### src/funnel_params.svh
`ifndef FUNNEL_PARAMS_SVH
`define FUNNEL_PARAMS_SVH

`define FUNNEL_ADDR_WIDTH      4
`define FUNNEL_OFS_ENABLE      4'h0
`define FUNNEL_OFS_PRIORITY    4'h4
`define FUNNEL_OFS_STATUS      4'h8
`define FUNNEL_ENABLE_RESET    32'h00000000
`define FUNNEL_PRIORITY_RESET  32'h00000000
`define FUNNEL_PRIO_WIDTH      3
`define FUNNEL_PRIO_RESERVED_LSB 24
`define FUNNEL_MAX_PORTS       8
`define FUNNEL_FIFO_DEPTH      4

`endif

### src/funnel_pkg.sv
package funnel_pkg;

    typedef logic [2:0] prio_type;

    typedef struct packed {
        logic [3:0]  addr;
        logic [31:0] wdata;
        logic        wr;
        logic        rd;
    } reg_req_type;

    typedef enum logic [1:0] {
        ARB_IDLE = 2'b00,
        ARB_PUSH = 2'b01
    } arb_state_type;

endpackage : funnel_pkg

### src/trace_fifo.sv
`timescale 1ns/1ps
module trace_fifo #(
    parameter int WIDTH = 32,
    parameter int DEPTH = 4
) (
    input  wire logic             clk_sys,
    input  wire logic             reset_n,
    input  wire logic [WIDTH-1:0] in_data,
    input  wire logic             in_valid,
    output logic                  in_ready,
    output logic [WIDTH-1:0]      out_data,
    output logic                  out_valid,
    input  wire logic             out_ready
);
    localparam int AW = (DEPTH > 1) ? $clog2(DEPTH) : 1;

    initial begin
        if (DEPTH < 2 || (DEPTH & (DEPTH - 1)) != 0) begin
            $error("trace_fifo depth must be a power of two of at least two");
        end
    end

    logic [WIDTH-1:0] mem [DEPTH];
    logic [AW-1:0]    wptr_q;
    logic [AW-1:0]    rptr_q;
    logic [AW:0]      count_q;
    logic             push;
    logic             pop;

    assign in_ready  = (count_q != AW'(0) + (AW+1)'(DEPTH)) ? 1'b1 : 1'b0;
    assign out_valid = (count_q != '0);
    assign out_data  = mem[rptr_q];
    assign push      = in_valid && in_ready;
    assign pop       = out_valid && out_ready;

    always_ff @(posedge clk_sys) begin
        if (push) begin
            mem[wptr_q] <= in_data;
        end
    end

    always_ff @(posedge clk_sys or negedge reset_n) begin
        if (!reset_n) begin
            wptr_q  <= '0;
            rptr_q  <= '0;
            count_q <= '0;
        end else begin
            if (push) begin
                wptr_q <= wptr_q + AW'(1);
            end
            if (pop) begin
                rptr_q <= rptr_q + AW'(1);
            end
            if (push && !pop) begin
                count_q <= count_q + (AW+1)'(1);
            end else if (pop && !push) begin
                count_q <= count_q - (AW+1)'(1);
            end
        end
    end

    // Occupancy never exceeds the depth.
    a_fifo_bound: assert property (@(posedge clk_sys) disable iff (!reset_n)
        count_q <= (AW+1)'(DEPTH))
        else $error("fifo occupancy above depth");

endmodule : trace_fifo

### src/prio_select.sv
`timescale 1ns/1ps
`include "funnel_params.svh"
module prio_select #(
    parameter int PORTS = 8
) (
    input  wire logic [PORTS-1:0]                        request,
    input  wire logic [PORTS*`FUNNEL_PRIO_WIDTH-1:0]     prio,
    output logic                                         found,
    output logic [2:0]                                   winner
);
    // Strict less-than while scanning upward keeps the lowest index on a tie.
    always_comb begin
        funnel_pkg::prio_type best;
        found  = 1'b0;
        winner = 3'h0;
        best   = 3'h7;
        for (int i = 0; i < PORTS; i++) begin
            if (request[i] && (!found || prio[i*3 +: 3] < best)) begin
                found  = 1'b1;
                winner = 3'(i);
                best   = prio[i*3 +: 3];
            end
        end
    end
endmodule : prio_select

### src/trace_funnel_priority_arbiter.sv
// Decided for this implementation: the plain strobed port and the placing of the registers.
`timescale 1ns/1ps
`include "funnel_params.svh"
module trace_funnel_priority_arbiter #(
    parameter int PORTS = 8,
    parameter int DATA_WIDTH = 32,
    parameter int FIFO_DEPTH = `FUNNEL_FIFO_DEPTH
) (
    input  wire logic                        clk_sys,
    input  wire logic                        reset_n,
    input  wire logic [3:0]                  reg_addr,
    input  wire logic [31:0]                 reg_wdata,
    input  wire logic                        reg_wr,
    input  wire logic                        reg_rd,
    output logic      [31:0]                 reg_rdata,
    input  wire logic [PORTS*DATA_WIDTH-1:0] src_data,
    input  wire logic [PORTS-1:0]            src_valid,
    output logic      [PORTS-1:0]            src_ready,
    output logic      [DATA_WIDTH-1:0]       sink_data,
    output logic      [2:0]                  sink_port,
    output logic                             sink_valid,
    input  wire logic                        sink_ready
);
    initial begin
        if (PORTS < 1 || PORTS > `FUNNEL_MAX_PORTS) begin
            $error("PORTS must be between 1 and 8");
        end
        if (DATA_WIDTH < 1) begin
            $error("DATA_WIDTH must be positive");
        end
    end

    localparam int PW = PORTS * `FUNNEL_PRIO_WIDTH;
    localparam int FW = DATA_WIDTH + 3;

    // ==========================================================
    // Register slave
    // ==========================================================
    funnel_pkg::reg_req_type req;
    assign req = '{addr: reg_addr, wdata: reg_wdata, wr: reg_wr, rd: reg_rd};

    logic [PORTS-1:0] enable_q;
    logic [PW-1:0]    prio_q;
    logic [31:0]      reg_rdata_q;

    function automatic logic hit(input logic [3:0] a, input logic [3:0] ofs);
        return a == ofs;
    endfunction : hit

    always_ff @(posedge clk_sys or negedge reset_n) begin
        if (!reset_n) begin
            enable_q <= PORTS'(`FUNNEL_ENABLE_RESET);
        end else if (req.wr && hit(req.addr, `FUNNEL_OFS_ENABLE)) begin
            enable_q <= req.wdata[PORTS-1:0];
        end
    end

    always_ff @(posedge clk_sys or negedge reset_n) begin
        if (!reset_n) begin
            prio_q <= PW'(`FUNNEL_PRIORITY_RESET);
        end else if (req.wr && hit(req.addr, `FUNNEL_OFS_PRIORITY)) begin
            prio_q <= req.wdata[PW-1:0];
        end
    end

    logic             found;
    logic [2:0]       winner;
    logic             out_busy_q;
    logic             fifo_in_ready;

    // Unmapped offsets and reserved bits read as zero.
    always_ff @(posedge clk_sys or negedge reset_n) begin
        if (!reset_n) begin
            reg_rdata_q <= 32'h00000000;
        end else if (req.rd) begin
            if (hit(req.addr, `FUNNEL_OFS_ENABLE)) begin
                reg_rdata_q <= 32'(enable_q);
            end else if (hit(req.addr, `FUNNEL_OFS_PRIORITY)) begin
                reg_rdata_q <= 32'(prio_q);
            end else if (hit(req.addr, `FUNNEL_OFS_STATUS)) begin
                reg_rdata_q <= {27'h0, fifo_in_ready, found, winner};
            end else begin
                reg_rdata_q <= 32'h00000000;
            end
        end else begin
            reg_rdata_q <= 32'h00000000;
        end
    end
    assign reg_rdata = reg_rdata_q;

    // ==========================================================
    // Arbitration
    // ==========================================================
    logic [PORTS-1:0] eligible;
    assign eligible = enable_q & src_valid;

    prio_select #(.PORTS(PORTS)) u_select (
        .request (eligible),
        .prio    (prio_q),
        .found   (found),
        .winner  (winner)
    );

    // Grant is one cycle wide; the source pops one beat on it. Priority is
    // re-evaluated every beat, so a changed field applies from the cycle after
    // the write, whether or not software disabled the port first.
    logic [FW-1:0] fifo_in;
    logic          take;
    assign take = found && fifo_in_ready;
    assign fifo_in = {winner, src_data[winner*DATA_WIDTH +: DATA_WIDTH]};

    genvar g;
    generate
        for (g = 0; g < PORTS; g++) begin : g_ready
            assign src_ready[g] = take && (winner == 3'(g));
        end
    endgenerate

    logic [FW-1:0] fifo_out;
    logic          fifo_out_valid;
    logic          fifo_pop;
    assign fifo_pop = fifo_out_valid && (!out_busy_q || sink_ready);

    trace_fifo #(.WIDTH(FW), .DEPTH(FIFO_DEPTH)) u_fifo (
        .clk_sys   (clk_sys),
        .reset_n   (reset_n),
        .in_data   (fifo_in),
        .in_valid  (found),
        .in_ready  (fifo_in_ready),
        .out_data  (fifo_out),
        .out_valid (fifo_out_valid),
        .out_ready (fifo_pop)
    );

    // ==========================================================
    // Registered output stage
    // ==========================================================
    logic [DATA_WIDTH-1:0] sink_data_q;
    logic [2:0]            sink_port_q;

    always_ff @(posedge clk_sys or negedge reset_n) begin
        if (!reset_n) begin
            out_busy_q  <= 1'b0;
            sink_data_q <= '0;
            sink_port_q <= 3'h0;
        end else if (fifo_pop) begin
            out_busy_q  <= 1'b1;
            sink_data_q <= fifo_out[DATA_WIDTH-1:0];
            sink_port_q <= fifo_out[FW-1 -: 3];
        end else if (sink_ready) begin
            out_busy_q <= 1'b0;
        end
    end
    assign sink_valid = out_busy_q;
    assign sink_data  = sink_data_q;
    assign sink_port  = sink_port_q;

    // ==========================================================
    // Check helpers
    // ==========================================================
    // A pairwise rescan, written apart from the selector, so that a slip in
    // the selector's running minimum cannot also hide inside its own check.
    logic [PORTS-1:0] outranks;
    logic [PORTS-1:0] ties_lower;
    logic [2:0]       winner_prio;
    assign winner_prio = prio_q[winner*3 +: 3];

    genvar h;
    generate
        for (h = 0; h < PORTS; h++) begin : g_rank
            assign outranks[h]   = eligible[h] && (prio_q[h*3 +: 3] < winner_prio);
            // An equal field only beats the winner from a lower port number.
            assign ties_lower[h] = eligible[h] && (prio_q[h*3 +: 3] == winner_prio)
                                   && (3'(h) < winner);

            a_port_gated: assert property (@(posedge clk_sys) disable iff (!reset_n)
                src_ready[h] |-> (enable_q[h] && src_valid[h]))
                else $error("port granted while disabled or idle");
        end
    endgenerate

    // Beats granted and not yet taken by the sink. Buffer and output register
    // together hold at most FIFO_DEPTH + 1, so a larger count means a beat was
    // duplicated or granted without room.
    localparam int IW = $clog2(FIFO_DEPTH + 2) + 1;
    logic [IW-1:0] inflight_q;
    logic          sink_take;
    assign sink_take = sink_valid && sink_ready;

    always_ff @(posedge clk_sys or negedge reset_n) begin
        if (!reset_n) begin
            inflight_q <= '0;
        end else if (take && !sink_take) begin
            inflight_q <= inflight_q + IW'(1);
        end else if (sink_take && !take) begin
            inflight_q <= inflight_q - IW'(1);
        end
    end

    // ==========================================================
    // Checks
    // ==========================================================
    a_no_disabled_grant: assert property (@(posedge clk_sys) disable iff (!reset_n)
        (src_ready & ~enable_q) == '0)
        else $error("disabled port granted");

    a_grant_lowest_prio: assert property (@(posedge clk_sys) disable iff (!reset_n)
        take |-> (src_valid[winner] && enable_q[winner] && (outranks == '0)))
        else $error("granted port was not the best eligible one");

    a_tie_lowest_port: assert property (@(posedge clk_sys) disable iff (!reset_n)
        take |-> (ties_lower == '0))
        else $error("lower port with equal priority lost the tie");

    a_enable_reset_zero: assert property (@(posedge clk_sys)
        $rose(reset_n) |-> (enable_q == '0))
        else $error("enables not clear after reset");

    a_enable_write: assert property (@(posedge clk_sys) disable iff (!reset_n)
        (req.wr && req.addr == `FUNNEL_OFS_ENABLE) |=> (enable_q == $past(req.wdata[PORTS-1:0])))
        else $error("enable write not stored");

    a_prio_write: assert property (@(posedge clk_sys) disable iff (!reset_n)
        (req.wr && req.addr == `FUNNEL_OFS_PRIORITY) |=> (prio_q == $past(req.wdata[PW-1:0])))
        else $error("priority write not stored");

    a_read_priority: assert property (@(posedge clk_sys) disable iff (!reset_n)
        (req.rd && req.addr == `FUNNEL_OFS_PRIORITY && !req.wr)
        ##1 1'b1 |-> (reg_rdata[31:24] == 8'h00))
        else $error("reserved priority bits not zero");

    a_forward_winner: assert property (@(posedge clk_sys) disable iff (!reset_n)
        (found && fifo_in_ready && !fifo_out_valid && !out_busy_q)
        |=> ##1 (sink_valid && sink_port == $past(winner, 2)))
        else $error("winner not forwarded");

    a_single_grant: assert property (@(posedge clk_sys) disable iff (!reset_n)
        $onehot0(src_ready))
        else $error("more than one port granted");

    // Out of reset nothing may be granted, shown or read back.
    a_reset_quiet: assert property (@(posedge clk_sys)
        $rose(reset_n) |-> (!sink_valid && (src_ready == '0) && (reg_rdata == 32'h00000000)))
        else $error("outputs active right after reset");

    a_prio_reset_zero: assert property (@(posedge clk_sys)
        $rose(reset_n) |-> (prio_q == '0))
        else $error("priorities not clear after reset");

    a_read_enable: assert property (@(posedge clk_sys) disable iff (!reset_n)
        (req.rd && req.addr == `FUNNEL_OFS_ENABLE) |=> (reg_rdata == 32'($past(enable_q))))
        else $error("enable read back wrong");

    a_read_prio: assert property (@(posedge clk_sys) disable iff (!reset_n)
        (req.rd && req.addr == `FUNNEL_OFS_PRIORITY) |=> (reg_rdata == 32'($past(prio_q))))
        else $error("priority read back wrong");

    // Idle cycles return zero, so a stale word can never pass as a fresh read.
    a_rdata_idle_zero: assert property (@(posedge clk_sys) disable iff (!reset_n)
        !req.rd |=> (reg_rdata == 32'h00000000))
        else $error("read data not zero outside a read");

    a_unmapped_zero: assert property (@(posedge clk_sys) disable iff (!reset_n)
        (req.rd && req.addr != `FUNNEL_OFS_ENABLE && req.addr != `FUNNEL_OFS_PRIORITY
         && req.addr != `FUNNEL_OFS_STATUS) |=> (reg_rdata == 32'h00000000))
        else $error("unmapped offset read not zero");

    a_stall_when_full: assert property (@(posedge clk_sys) disable iff (!reset_n)
        !fifo_in_ready |-> (src_ready == '0))
        else $error("grant made while buffer full");

    a_grant_when_found: assert property (@(posedge clk_sys) disable iff (!reset_n)
        (found && fifo_in_ready) |-> (src_ready != '0))
        else $error("eligible port left waiting with room free");

    // The sink may stall for any time; the beat it sees must not move under it.
    a_sink_hold: assert property (@(posedge clk_sys) disable iff (!reset_n)
        (sink_valid && !sink_ready) |=> (sink_valid && $stable(sink_data) && $stable(sink_port)))
        else $error("output beat changed while stalled");

    a_beats_conserved: assert property (@(posedge clk_sys) disable iff (!reset_n)
        inflight_q <= IW'(FIFO_DEPTH + 1))
        else $error("more beats in flight than storage");

    a_idle_empty: assert property (@(posedge clk_sys) disable iff (!reset_n)
        (inflight_q == '0) |-> (!sink_valid && !fifo_out_valid))
        else $error("beat shown with none in flight");

endmodule : trace_funnel_priority_arbiter

### config.mk
export PLATFORM = sky130hd
export DESIGN_NAME = trace_funnel_priority_arbiter
export DESIGN_NICKNAME = d
export VERILOG_FILES = /design/src/funnel_pkg.sv /design/src/trace_fifo.sv /design/src/prio_select.sv /design/src/trace_funnel_priority_arbiter.sv
export VERILOG_INCLUDE_DIRS = /design/src
export SDC_FILE = /design/constraint.sdc
export NUM_CORES = 1
export LEC_CHECK = 0
export BUFFER_PORTS_ARGS = -buffer_cell sky130_fd_sc_hd__buf_2
export CAP_MARGIN = 0
export CORE_MARGIN = 8
export CORE_UTILIZATION = 50
export DETAILED_ROUTE_END_ITERATION = 10
export PLACE_DENSITY = 0.77
export SKIP_LAST_GASP = 1
export SLEW_MARGIN = 20
export SYNTH_ARGS = -nofsm -noshare
export SYNTH_HDL_FRONTEND = slang
export SYNTH_HIERARCHICAL = 1
export SYNTH_SLANG_ARGS = --single-unit
export TNS_END_PERCENT = 20
### constraint.sdc
create_clock -name clk_sys -period 28.9 [get_ports clk_sys]
set_input_delay 2.89 -clock clk_sys [delete_from_list [all_inputs] [get_ports clk_sys]]
set_output_delay 2.89 -clock clk_sys [all_outputs]
set_load 0.01 [all_outputs]
==> flow_summary.toml, run 1 <==
[sta]
slew_viol_final = 0
worst_slew_pin_slew_ns = 1.05
rsz0062_at_grt = "false"
relSlewSlack_pct = 30.2
tns_ns = 0
setup_viol = 0
period_minus_slack_ns = 16.38
finalHoldViolations = 0
fin_skew_ns = 0.0108
max_freq_ghz = 0.0610
fin_crit_sh_pct = 56.7

[floorplanning]
coreArea_um2 = 24300
dieArea_um2 = 30100
initial_utilization_pct = 51.0
die_height_um = 174
die_w_um = 174
io_pins = 381
rows = 57

[job]
cap_violations = 0

[logic_synthesis]
syn_area_per_cell_um2 = 14.4
ys_async_sr_fraction_pct = 41.4
ys_warn_count = 6
synth_area_leaders = "edfxtp_1 34%, dfrtp_1 20%, mux2_2 13%, mux4_2 7.3%, o22ai_1 2.1%"
synth_cell_types = 85
synth_edf_count = 140
synth.top_cell.area_share_pct = 33.9
ys_seq_elements = 239
synthFlopType = "edfxtp_1"
seq_area_frac_synth_pct = 53.8
synth.cell_area_um2 = 12400
syn_inst = 861
yosysTopAreaCell = "edfxtp_1"

[detailed_routing]
final_antenna_net_count = 0
wl_per_cell_um = 23.8
dr_total_vias = 9067
firstDrtPassIters = 7
drtIter0Drc = 619
viasPerCell = 5.83
drc = 0
wl_um = 37000

[worst_setup_path]
ff2ff_setup_slack_ns = 16.48
path_common_cell = "nand2_1"
r2r_end = "u_fifo/mem[2][1]$_DFFE_PP_"
cp_slowest_cell = "or2_2"
cp.required_ns = 26.01
path_class = "in2out"
cp-end-kind = "output port"
cp_max_fo = 45
cp-start-kind = "input pin"
ff2ff_path_depth = 51
rr_startpoint = "enable_q[0]$_DFFE_PN0P_"
cp.arrival_ns = 13.49
max_stage_delay_ns = 0.78

[global_route]
grt_pass1_vias = 9517
grt_pass1_wl_um = 55700
grt-ovfl-total = 0
use_met1_pct = 29.1
global_route.usage.met2_pct = 42.3
grt_max_degree = 63
grtUsageMet3_pct = 5.10
antenna_found_initial = 1
grt_use_total_pct = 23.6
grt_busiest_layer = "met2"

[cts]
post_cts_resized = 0
cts-root-buf = "clkbuf_16"
clock-sinks = 239
clkSlewWorstSetupHoldPaths_ns = 0.06
post-cts-setup-buffer-count = 0
insertion_delay_ns = 0.51
cts_hold_buf = 0
numCtsBuffers = 25
clockBufferDepth = 3
htreeDepth = 1
cts_tree = "built"

[placement]
gp_congestion = 0.881
portBuffers = 364
hpwlAfterDp_um = 26900

[worst_hold_path]
hold-path-cell-count = 1
hold_path_end = "sink_data[3]$_DFFE_PN0P_"
hold_class = "reg2reg"
hp-start = "sink_data[3]$_DFFE_PN0P_"

[final_layout]
multi_input_area_um2 = 5310
syn_to_final_growth_pct = 22.2
finalNetCount = 1532
final_util_pct = 62.4
antennaDiodeCount = 0
layout.area.seq_um2 = 6680
nFillCells = 1858
final_common_cell = "buf_2"
layout-drive-gt1-share_pct = 51.6
mostFrequentLayoutCells = "363 x buf_2, 140 x edfxtp_1, 139 x mux2_2"

[pwr]
switching_power_w = 0.000675
p_leak_nw = 6.36
p_seq_share_pct = 36.7
swShare_pct = 37.3
combPwrFrac_pct = 46.3
clkPwrFrac_pct = 17.0
vdd_drop_max_uv = 57.3
internal_power_w = 0.00114
powerDensity_nw_per_um2 = 119

[run_status]
status = "complete, no violations"
[flip-flops by register name (all words and copies together) (netlist names)]
name and flops:
sink_data 32, enable_q 8, u_fifo/rptr_q 2, prio_q 24, sink_valid 1, sink_port 3, u_fifo/count_q 3, u_fifo/wptr_q 2
reg_rdata 24, u_fifo/mem 140
[cell usage after synthesis (3+ instances only)]
cell,n
edfxtp_1,140
mux2_2,139
dfrtp_1,99
o22ai_1,42
mux4_2,40
and2_1,32
nand2_1,30
nor2_1,30
inv_1,22
buf_2,19
buf_4,19
a211oi_1,18
mux2i_1,16
a21oi_1,15
ha_1,13
o21ai_0,12
nand2b_1,11
nor3_1,11
a221oi_1,8
nand3_1,8
nor2b_1,8
o32ai_1,8
mux4_1,7
buf_6,5
clkbuf_1,5
o2bb2ai_1,5
and2b_1,4
nor3b_1,4
or3_1,4
xnor2_1,4
a32o_1,3
buf_12,3
nand4b_1,3
o221a_2,3
o31a_1,3
or2_2,3
[how the worst max path moves through the flow]
stage	start	end	slack (ns)
after floorplan	src_valid[0]	src_ready[2]	14.40
after global placement	src_valid[0]	src_ready[2]	12.90
after detailed placement	src_valid[0]	src_ready[3]	12.76
after CTS	src_valid[0]	src_ready[3]	12.72
after global routing	src_valid[0]	src_ready[2]	11.67
final	src_valid[0]	src_ready[2]	12.52
[layout make-up]
class	count	area share, %
Multi-Input combinational cell	552	35.0
Timing Repair Buffer	372	12.4
Inverter	23	0.569
Sequential cell	239	44.1
Clock buffer	33	4.46
Tap cell	324	2.67
Clock inverter	13	0.784
[logic make-up (layout without fill, tap and decap cells)]
kind of cell / count (synthesis) / after routing / synth area share [%]
buffers and inverters: 77 / 441 / 3.84
adder cells (fa/ha/maj): 14 / 14 / 1.47
AND/OR/NAND/NOR: 164 / 164 / 7.38
flip-flops: 239 / 239 / 53.8
XOR/XNOR: 6 / 6 / 0.423
other: 1 / 8 / 0.0302
multiplexers: 205 / 205 / 23.0
AO/OA/AOI/OAI: 155 / 155 / 10.0
[critical path, delay by kind of cell]
family	cells	cell delay (ns)
AOI/OAI and AO/OA	18	4.13
adders and majority gates	6	1.40
muxes	4	1.26
buffers and inverters	8	1.21
and+or+nand+nor	15	2.59
[through the flow]
step	cells	hold slack (ns)	worst slack, ns	power (W)	area (µm²)
CTS	1556	0.503	12.72	0.00182	15200
floorplan	868	0.470	14.40	0.00126	12400
global route	1556	0.518	11.67	0.00191	15200
detailed placement	1510	0.490	12.76	0.00151	14400
finish	1556	0.501	12.52	0.00181	15200
global placement	1510	0.483	12.90	0.00148	14400
[metal layers]
layer	share of wire [%]	wire length (µm)	up-vias
met1	39	14400	4551
met4	1.6	583	2
li1	-	-	4066
met3	8.2	3020	43
met2	51	19000	405
met5	0.032	12	-
[power by group through the flow]
stage | Combinational [W] | Clock (W) | Sequential [W]
finish | 0.000839 | 0.000309 | 0.000664
global route | 0.000904 | 0.000329 | 0.000678
CTS | 0.000842 | 0.000314 | 0.000664
detailed placement | 0.000840 | 0 | 0.000670
global placement | 0.000817 | 0 | 0.000659
floorplan | 0.000612 | 0 | 0.000650
(Power assumes the default switching activity.)
==> run 2, diff against run 1 <==
==> constraint.sdc (replaced) <==
create_clock -name clk_sys -period 16.2 [get_ports clk_sys]
set_input_delay 1.62 -clock clk_sys [delete_from_list [all_inputs] [get_ports clk_sys]]
set_output_delay 1.62 -clock clk_sys [all_outputs]
set_load 0.01 [all_outputs]
==> run 2 against run 1 <==
  * Utilization rose by 0.32 points
  * Via count fell by 0.86%
  * Final area rose by 0.51%
  * Critical endpoint is now src_ready[0]
  * Flip-flop and latch count did not move
  * Total power rose by 82%
  * Combinational power rose by 79%
  * Sequential share of layout area fell by 0.22 points
  * Wire length rose by 1.2%
  * Clock power rose by 96%
  * Highest routed layer unchanged
==> flow_summary.toml, run 2 (same netlist as run 1, synthesis figures left out) <==
[pwr]
powerDensity_nw_per_um2 = 216
vdd_drop_max_uv = 126
clkPwrFrac_pct = 18.4
combPwrFrac_pct = 45.6
p_seq_share_pct = 36.0
p_leak_nw = 6.39
internal_power_w = 0.00209
swShare_pct = 36.7
switching_power_w = 0.00121

[worst_hold_path]
hold_class = "reg2reg"
hp-start = "sink_data[2]$_DFFE_PN0P_"
hold-path-cell-count = 1

[final_layout]
finalNetCount = 1531
largest_reg_flops = 140
finalInstanceArea_um2 = 15200
nFillCells = 1897
layout-drive-gt1-share_pct = 51.4
final_common_cell = "buf_2"
multi_input_area_um2 = 5310
layout.area.seq_um2 = 6680
mostFrequentLayoutCells = "363 x buf_2, 140 x edfxtp_1, 139 x mux2_2"
syn_to_final_growth_pct = 22.8
regMostFlops = "u_fifo/mem"

[worst_setup_path]
critPathTopFamily = "compound AO/OA/AOI/OAI gates"
cp.required_ns = 14.58
max_stage_delay_ns = 0.87
cp_max_fo = 29
cp.arrival_ns = 12.26
cp_slowest_cell = "or2_2"
path_buf_inv = 7
path_class = "in2out"
rr_startpoint = "enable_q[0]$_DFFE_PN0P_"
cp-end-kind = "output port"
ff2ff_path_depth = 51
path_common_cell = "nand2_1"
cp-start-kind = "input pin"
crit_path_start = "src_valid[0]"
cp_num_cells = 49

[floorplanning]
dieArea_um2 = 30100
initial_utilization_pct = 51.0
rows = 57
die_w_um = 174
io_pins = 381
coreArea_um2 = 24300
die_height_um = 174

[detailed_routing]
wl_um = 37500
viasPerCell = 5.78
firstDrtPassIters = 5
drc = 0
wl_per_cell_um = 24.1
drtIter0Drc = 533
final_antenna_net_count = 0
dr_total_vias = 8989

[sta]
max_freq_ghz = 0.0721
period_minus_slack_ns = 13.88
finalHoldViolations = 0
worst_slew_pin_slew_ns = 1.08
slew_viol_final = 0
setup_viol = 0
rsz0062_at_grt = "false"
fin_crit_sh_pct = 85.7
tns_ns = 0
fin_skew_ns = 0.0127
relSlewSlack_pct = 28.2

[cts]
cts_hold_buf = 0
htreeDepth = 1
cts-root-buf = "clkbuf_16"
cts_tree = "built"
clkSlewWorstSetupHoldPaths_ns = 0.06
post_cts_resized = 0
insertion_delay_ns = 0.51
numCtsBuffers = 24
clockBufferDepth = 3
post-cts-setup-buffer-count = 0
clock-sinks = 239

[global_route]
grt_pass1_wl_um = 56200
grt_busiest_layer = "met2"
antenna_found_initial = 3
grt_pass1_vias = 9671
grt_max_degree = 64
grt-ovfl-total = 0
grt_use_total_pct = 24.0
global_route.usage.met2_pct = 41.0
grtUsageMet3_pct = 6.32
use_met1_pct = 28.7

[placement]
portBuffers = 364
hpwlAfterDp_um = 27400
place_area_um2 = 14400
gp_congestion = 0.881

[job]
cap_violations = 0

[run_status]
status = "complete, no violations"
run 2: metal layers:
layer / vias to the layer above / wire, µm
li1: 4070 / -
met2: 411 / 18300
met5: - / 13
met3: 71 / 3060
met1: 4435 / 14800
met4: 2 / 1200
run 2: layout make-up:
class	instances	area share (%)
sequential	239	43.8
multi-input combinational	552	34.8
timing repair buffer	372	12.4
clock buffer	33	4.37
tap	324	2.66
clock inverter	10	1.32
inverter	23	0.566
antenna	2	0.0328
run 2: final timing paths:
kind | to | slack, ns
setup / recovery | src_ready[0] | 2.32
hold / removal | sink_data[2]$_DFFE_PN0P_ | 0.50
setup reg to reg | u_fifo/mem[2][30]$_DFFE_PP_ | 4.04
hold reg to reg | sink_data[2]$_DFFE_PN0P_ | 0.50
max in group asynchronous | u_fifo/rptr_q[0]$_DFFE_PN0P_ | 13.79
min in group asynchronous | sink_data[20]$_DFFE_PN0P_ | 1.14
run 2: power by group through the flow:
| stage | Clock (W) | Combinational, W | Sequential (W) |
|---|---|---|---|
| final | 0.000606 | 0.00150 | 0.00119 |
| after global routing | 0.000640 | 0.00161 | 0.00121 |
| after CTS | 0.000615 | 0.00151 | 0.00119 |
| after detailed placement | 0 | 0.00150 | 0.00120 |
| after global placement | 0 | 0.00146 | 0.00118 |
| after floorplan | 0 | 0.00109 | 0.00116 |
run 2: metrics by stage:
step / cells / worst slack, ns / hold WS (ns) / util (%) / total power, W
4_1_cts: 1553 / 2.52 / 0.501 / 62.6 / 0.00331
5_1_grt: 1555 / 1.37 / 0.508 / 62.7 / 0.00347
6_report: 1555 / 2.32 / 0.498 / 62.7 / 0.00330
2_1_floorplan: 868 / 4.24 / 0.470 / - / 0.00225
3_3_place_gp: 1510 / 2.75 / 0.483 / 59.1 / 0.00263
3_5_place_dp: 1510 / 2.57 / 0.487 / 59.1 / 0.00270
==> run 3, diff against run 2 <==
==> constraint.sdc (replaced) <==
create_clock -name clk_sys -period 16.2 [get_ports clk_sys]
set_input_delay 4.05 -clock clk_sys [delete_from_list [all_inputs] [get_ports clk_sys]]
set_output_delay 4.05 -clock clk_sys [all_outputs]
set_load 0.01 [all_outputs]
==> run 3 against run 2 <==
  * Utilization rose by 1.6 points
  * Register-to-register slack improved by 1.9 ns
  * Combinational power rose by 8%
  * Critical path type unchanged
  * Via count rose by 2.7%
  * Largest cell class unchanged
  * Critical path depth is the same
==> flow_summary.toml, run 3 (same netlist as run 1, synthesis figures left out) <==
[worst_setup_path]
cp.arrival_ns = 11.85
path_class = "in2out"
path_common_cell = "ha_4"
cp-end-kind = "output port"
cp_max_fo = 4
cp.required_ns = 12.15
cp_slowest_cell = "mux2_4"
max_stage_delay_ns = 0.34
ff2ff_path_depth = 52
cp-start-kind = "input pin"
r2r_end = "u_fifo/mem[1][9]$_DFFE_PP_"
ff2ff_setup_slack_ns = 5.96
rr_startpoint = "enable_q[0]$_DFFE_PN0P_"

[pwr]
p_seq_share_pct = 36.0
combPwrFrac_pct = 48.4
vdd_drop_max_uv = 142
internal_power_w = 0.00208
swShare_pct = 37.9
switching_power_w = 0.00127
clkPwrFrac_pct = 15.6
p_leak_nw = 6.54
powerDensity_nw_per_um2 = 214

[sta]
fin_hold_ws_ns = 0.502
setup_viol = 0
worst_slack_ns = 0.301
relSlewSlack_pct = 28.4
fin_crit_sh_pct = 98.1
worst_slew_pin_slew_ns = 1.07
slew_viol_final = 0
tns_ns = 0
period_minus_slack_ns = 15.90
fin_skew_ns = 0.0165
max_freq_ghz = 0.0629
finalHoldViolations = 0

[global_route]
grt_pass1_vias = 9669
grt_pass1_wl_um = 57700
grt-ovfl-total = 0
grt_max_degree = 77
grt_use_total_pct = 24.7
antenna_found_initial = 6

[floorplanning]
die_w_um = 174
coreArea_um2 = 24300
rows = 57
initial_utilization_pct = 51.0
io_pins = 381
die_height_um = 174
dieArea_um2 = 30100

[cts]
htreeDepth = 1
clkSlewWorstSetupHoldPaths_ns = 0.06
clock-sinks = 239
numCtsBuffers = 25
clockBufferDepth = 3
cts_tree = "built"
insertion_delay_ns = 0.51
cts-root-buf = "clkbuf_16"

[final_layout]
final_common_cell = "buf_2"
finalInstanceArea_um2 = 15600
finalNetCount = 1567
regMostFlops = "u_fifo/mem"
mostFrequentLayoutCells = "363 x buf_2, 140 x edfxtp_1, 137 x mux2_2"
largest_reg_flops = 140
stdcell_count = 1590
layout-drive-gt1-share_pct = 55.9
syn_to_final_growth_pct = 25.9

[placement]
dp.cells = 1530
post-place-ws_ns = -0.155
place_area_um2 = 14600
gp_congestion = 0.890
portBuffers = 364
hpwlAfterDp_um = 28500

[worst_hold_path]
hold_class = "reg2reg"
hp-start = "sink_data[2]$_DFFE_PN0P_"
hold_path_end = "sink_data[2]$_DFFE_PN0P_"
hold-path-cell-count = 1

[run_status]
status = "complete, no violations"

[detailed_routing]
final_antenna_net_count = 0
wl_per_cell_um = 24.6
firstDrtPassIters = 7
drtIter0Drc = 577
wl_um = 39200
viasPerCell = 5.81
dr_total_vias = 9235
drc = 0

[job]
cap_violations = 0
-- run 3: layer usage --
metal | vias to the layer above | routed length [µm] | global-route usage (%)
li1 | 4135 | - | -
met1 | 4534 | 15200 | 30.2
met2 | 475 | 19300 | 41.7
met3 | 83 | 3260 | 6.14
met4 | 8 | 1310 | 8.84
met5 | - | 53 | 0
-- run 3: worst max-delay path by stage --
stage / from / end / cells past startpoint
6_report: src_valid[0] / src_ready[0] / 49
5_1_grt: src_valid[0] / src_ready[4] / 49
4_1_cts: src_valid[0] / src_ready[0] / 47
3_5_place_dp: src_valid[0] / src_ready[0] / 49
3_3_place_gp: src_valid[0] / src_ready[6] / 50
2_1_floorplan: src_valid[0] / src_ready[1] / 51
-- run 3: area by class of cell --
class | count | area (µm²)
Fill cell | 1826 | 8690
Sequential cell | 239 | 6680
Multi-Input combinational cell | 552 | 5560
Timing Repair Buffer | 407 | 2150
Clock buffer | 35 | 693
Tap cell | 324 | 405
Inverter | 23 | 91.3
Clock inverter | 8 | 42.5
Antenna cell | 2 | 5.00
-- run 3: critical path: cells and delay by family --
kind                       cells  cell delay (ns)
buffers and inverters          7             0.56
adders and majority gates      6             1.15
and+or+nand+nor               13             1.70
muxes                          4             1.26
AOI/OAI and AO/OA             19             3.13
-- run 3: power groups by stage --
stage | clock, W | combinational [W] | sequential (W)
final | 0.000522 | 0.00162 | 0.00121
after global routing | 0.000555 | 0.00173 | 0.00123
after CTS | 0.000533 | 0.00158 | 0.00120
after detailed placement | 0 | 0.00155 | 0.00121
after global placement | 0 | 0.00151 | 0.00119
after floorplan | 0 | 0.00112 | 0.00116
-- run 3: stage by stage --
step                      total power [W]  utilization, %
after detailed placement          0.00276            60.0
after CTS                         0.00332            63.3
after global placement            0.00271            60.0
final                             0.00335            64.3
after global routing              0.00352            64.3
after floorplan                   0.00228               -
-- run 3: what timing repair did --
item	in CTS	in global routing
setup endpoints to repair	8	8
buffers inserted	5	10
gates resized for setup	4	35
pin swaps	7	15
hold buffers	0	0
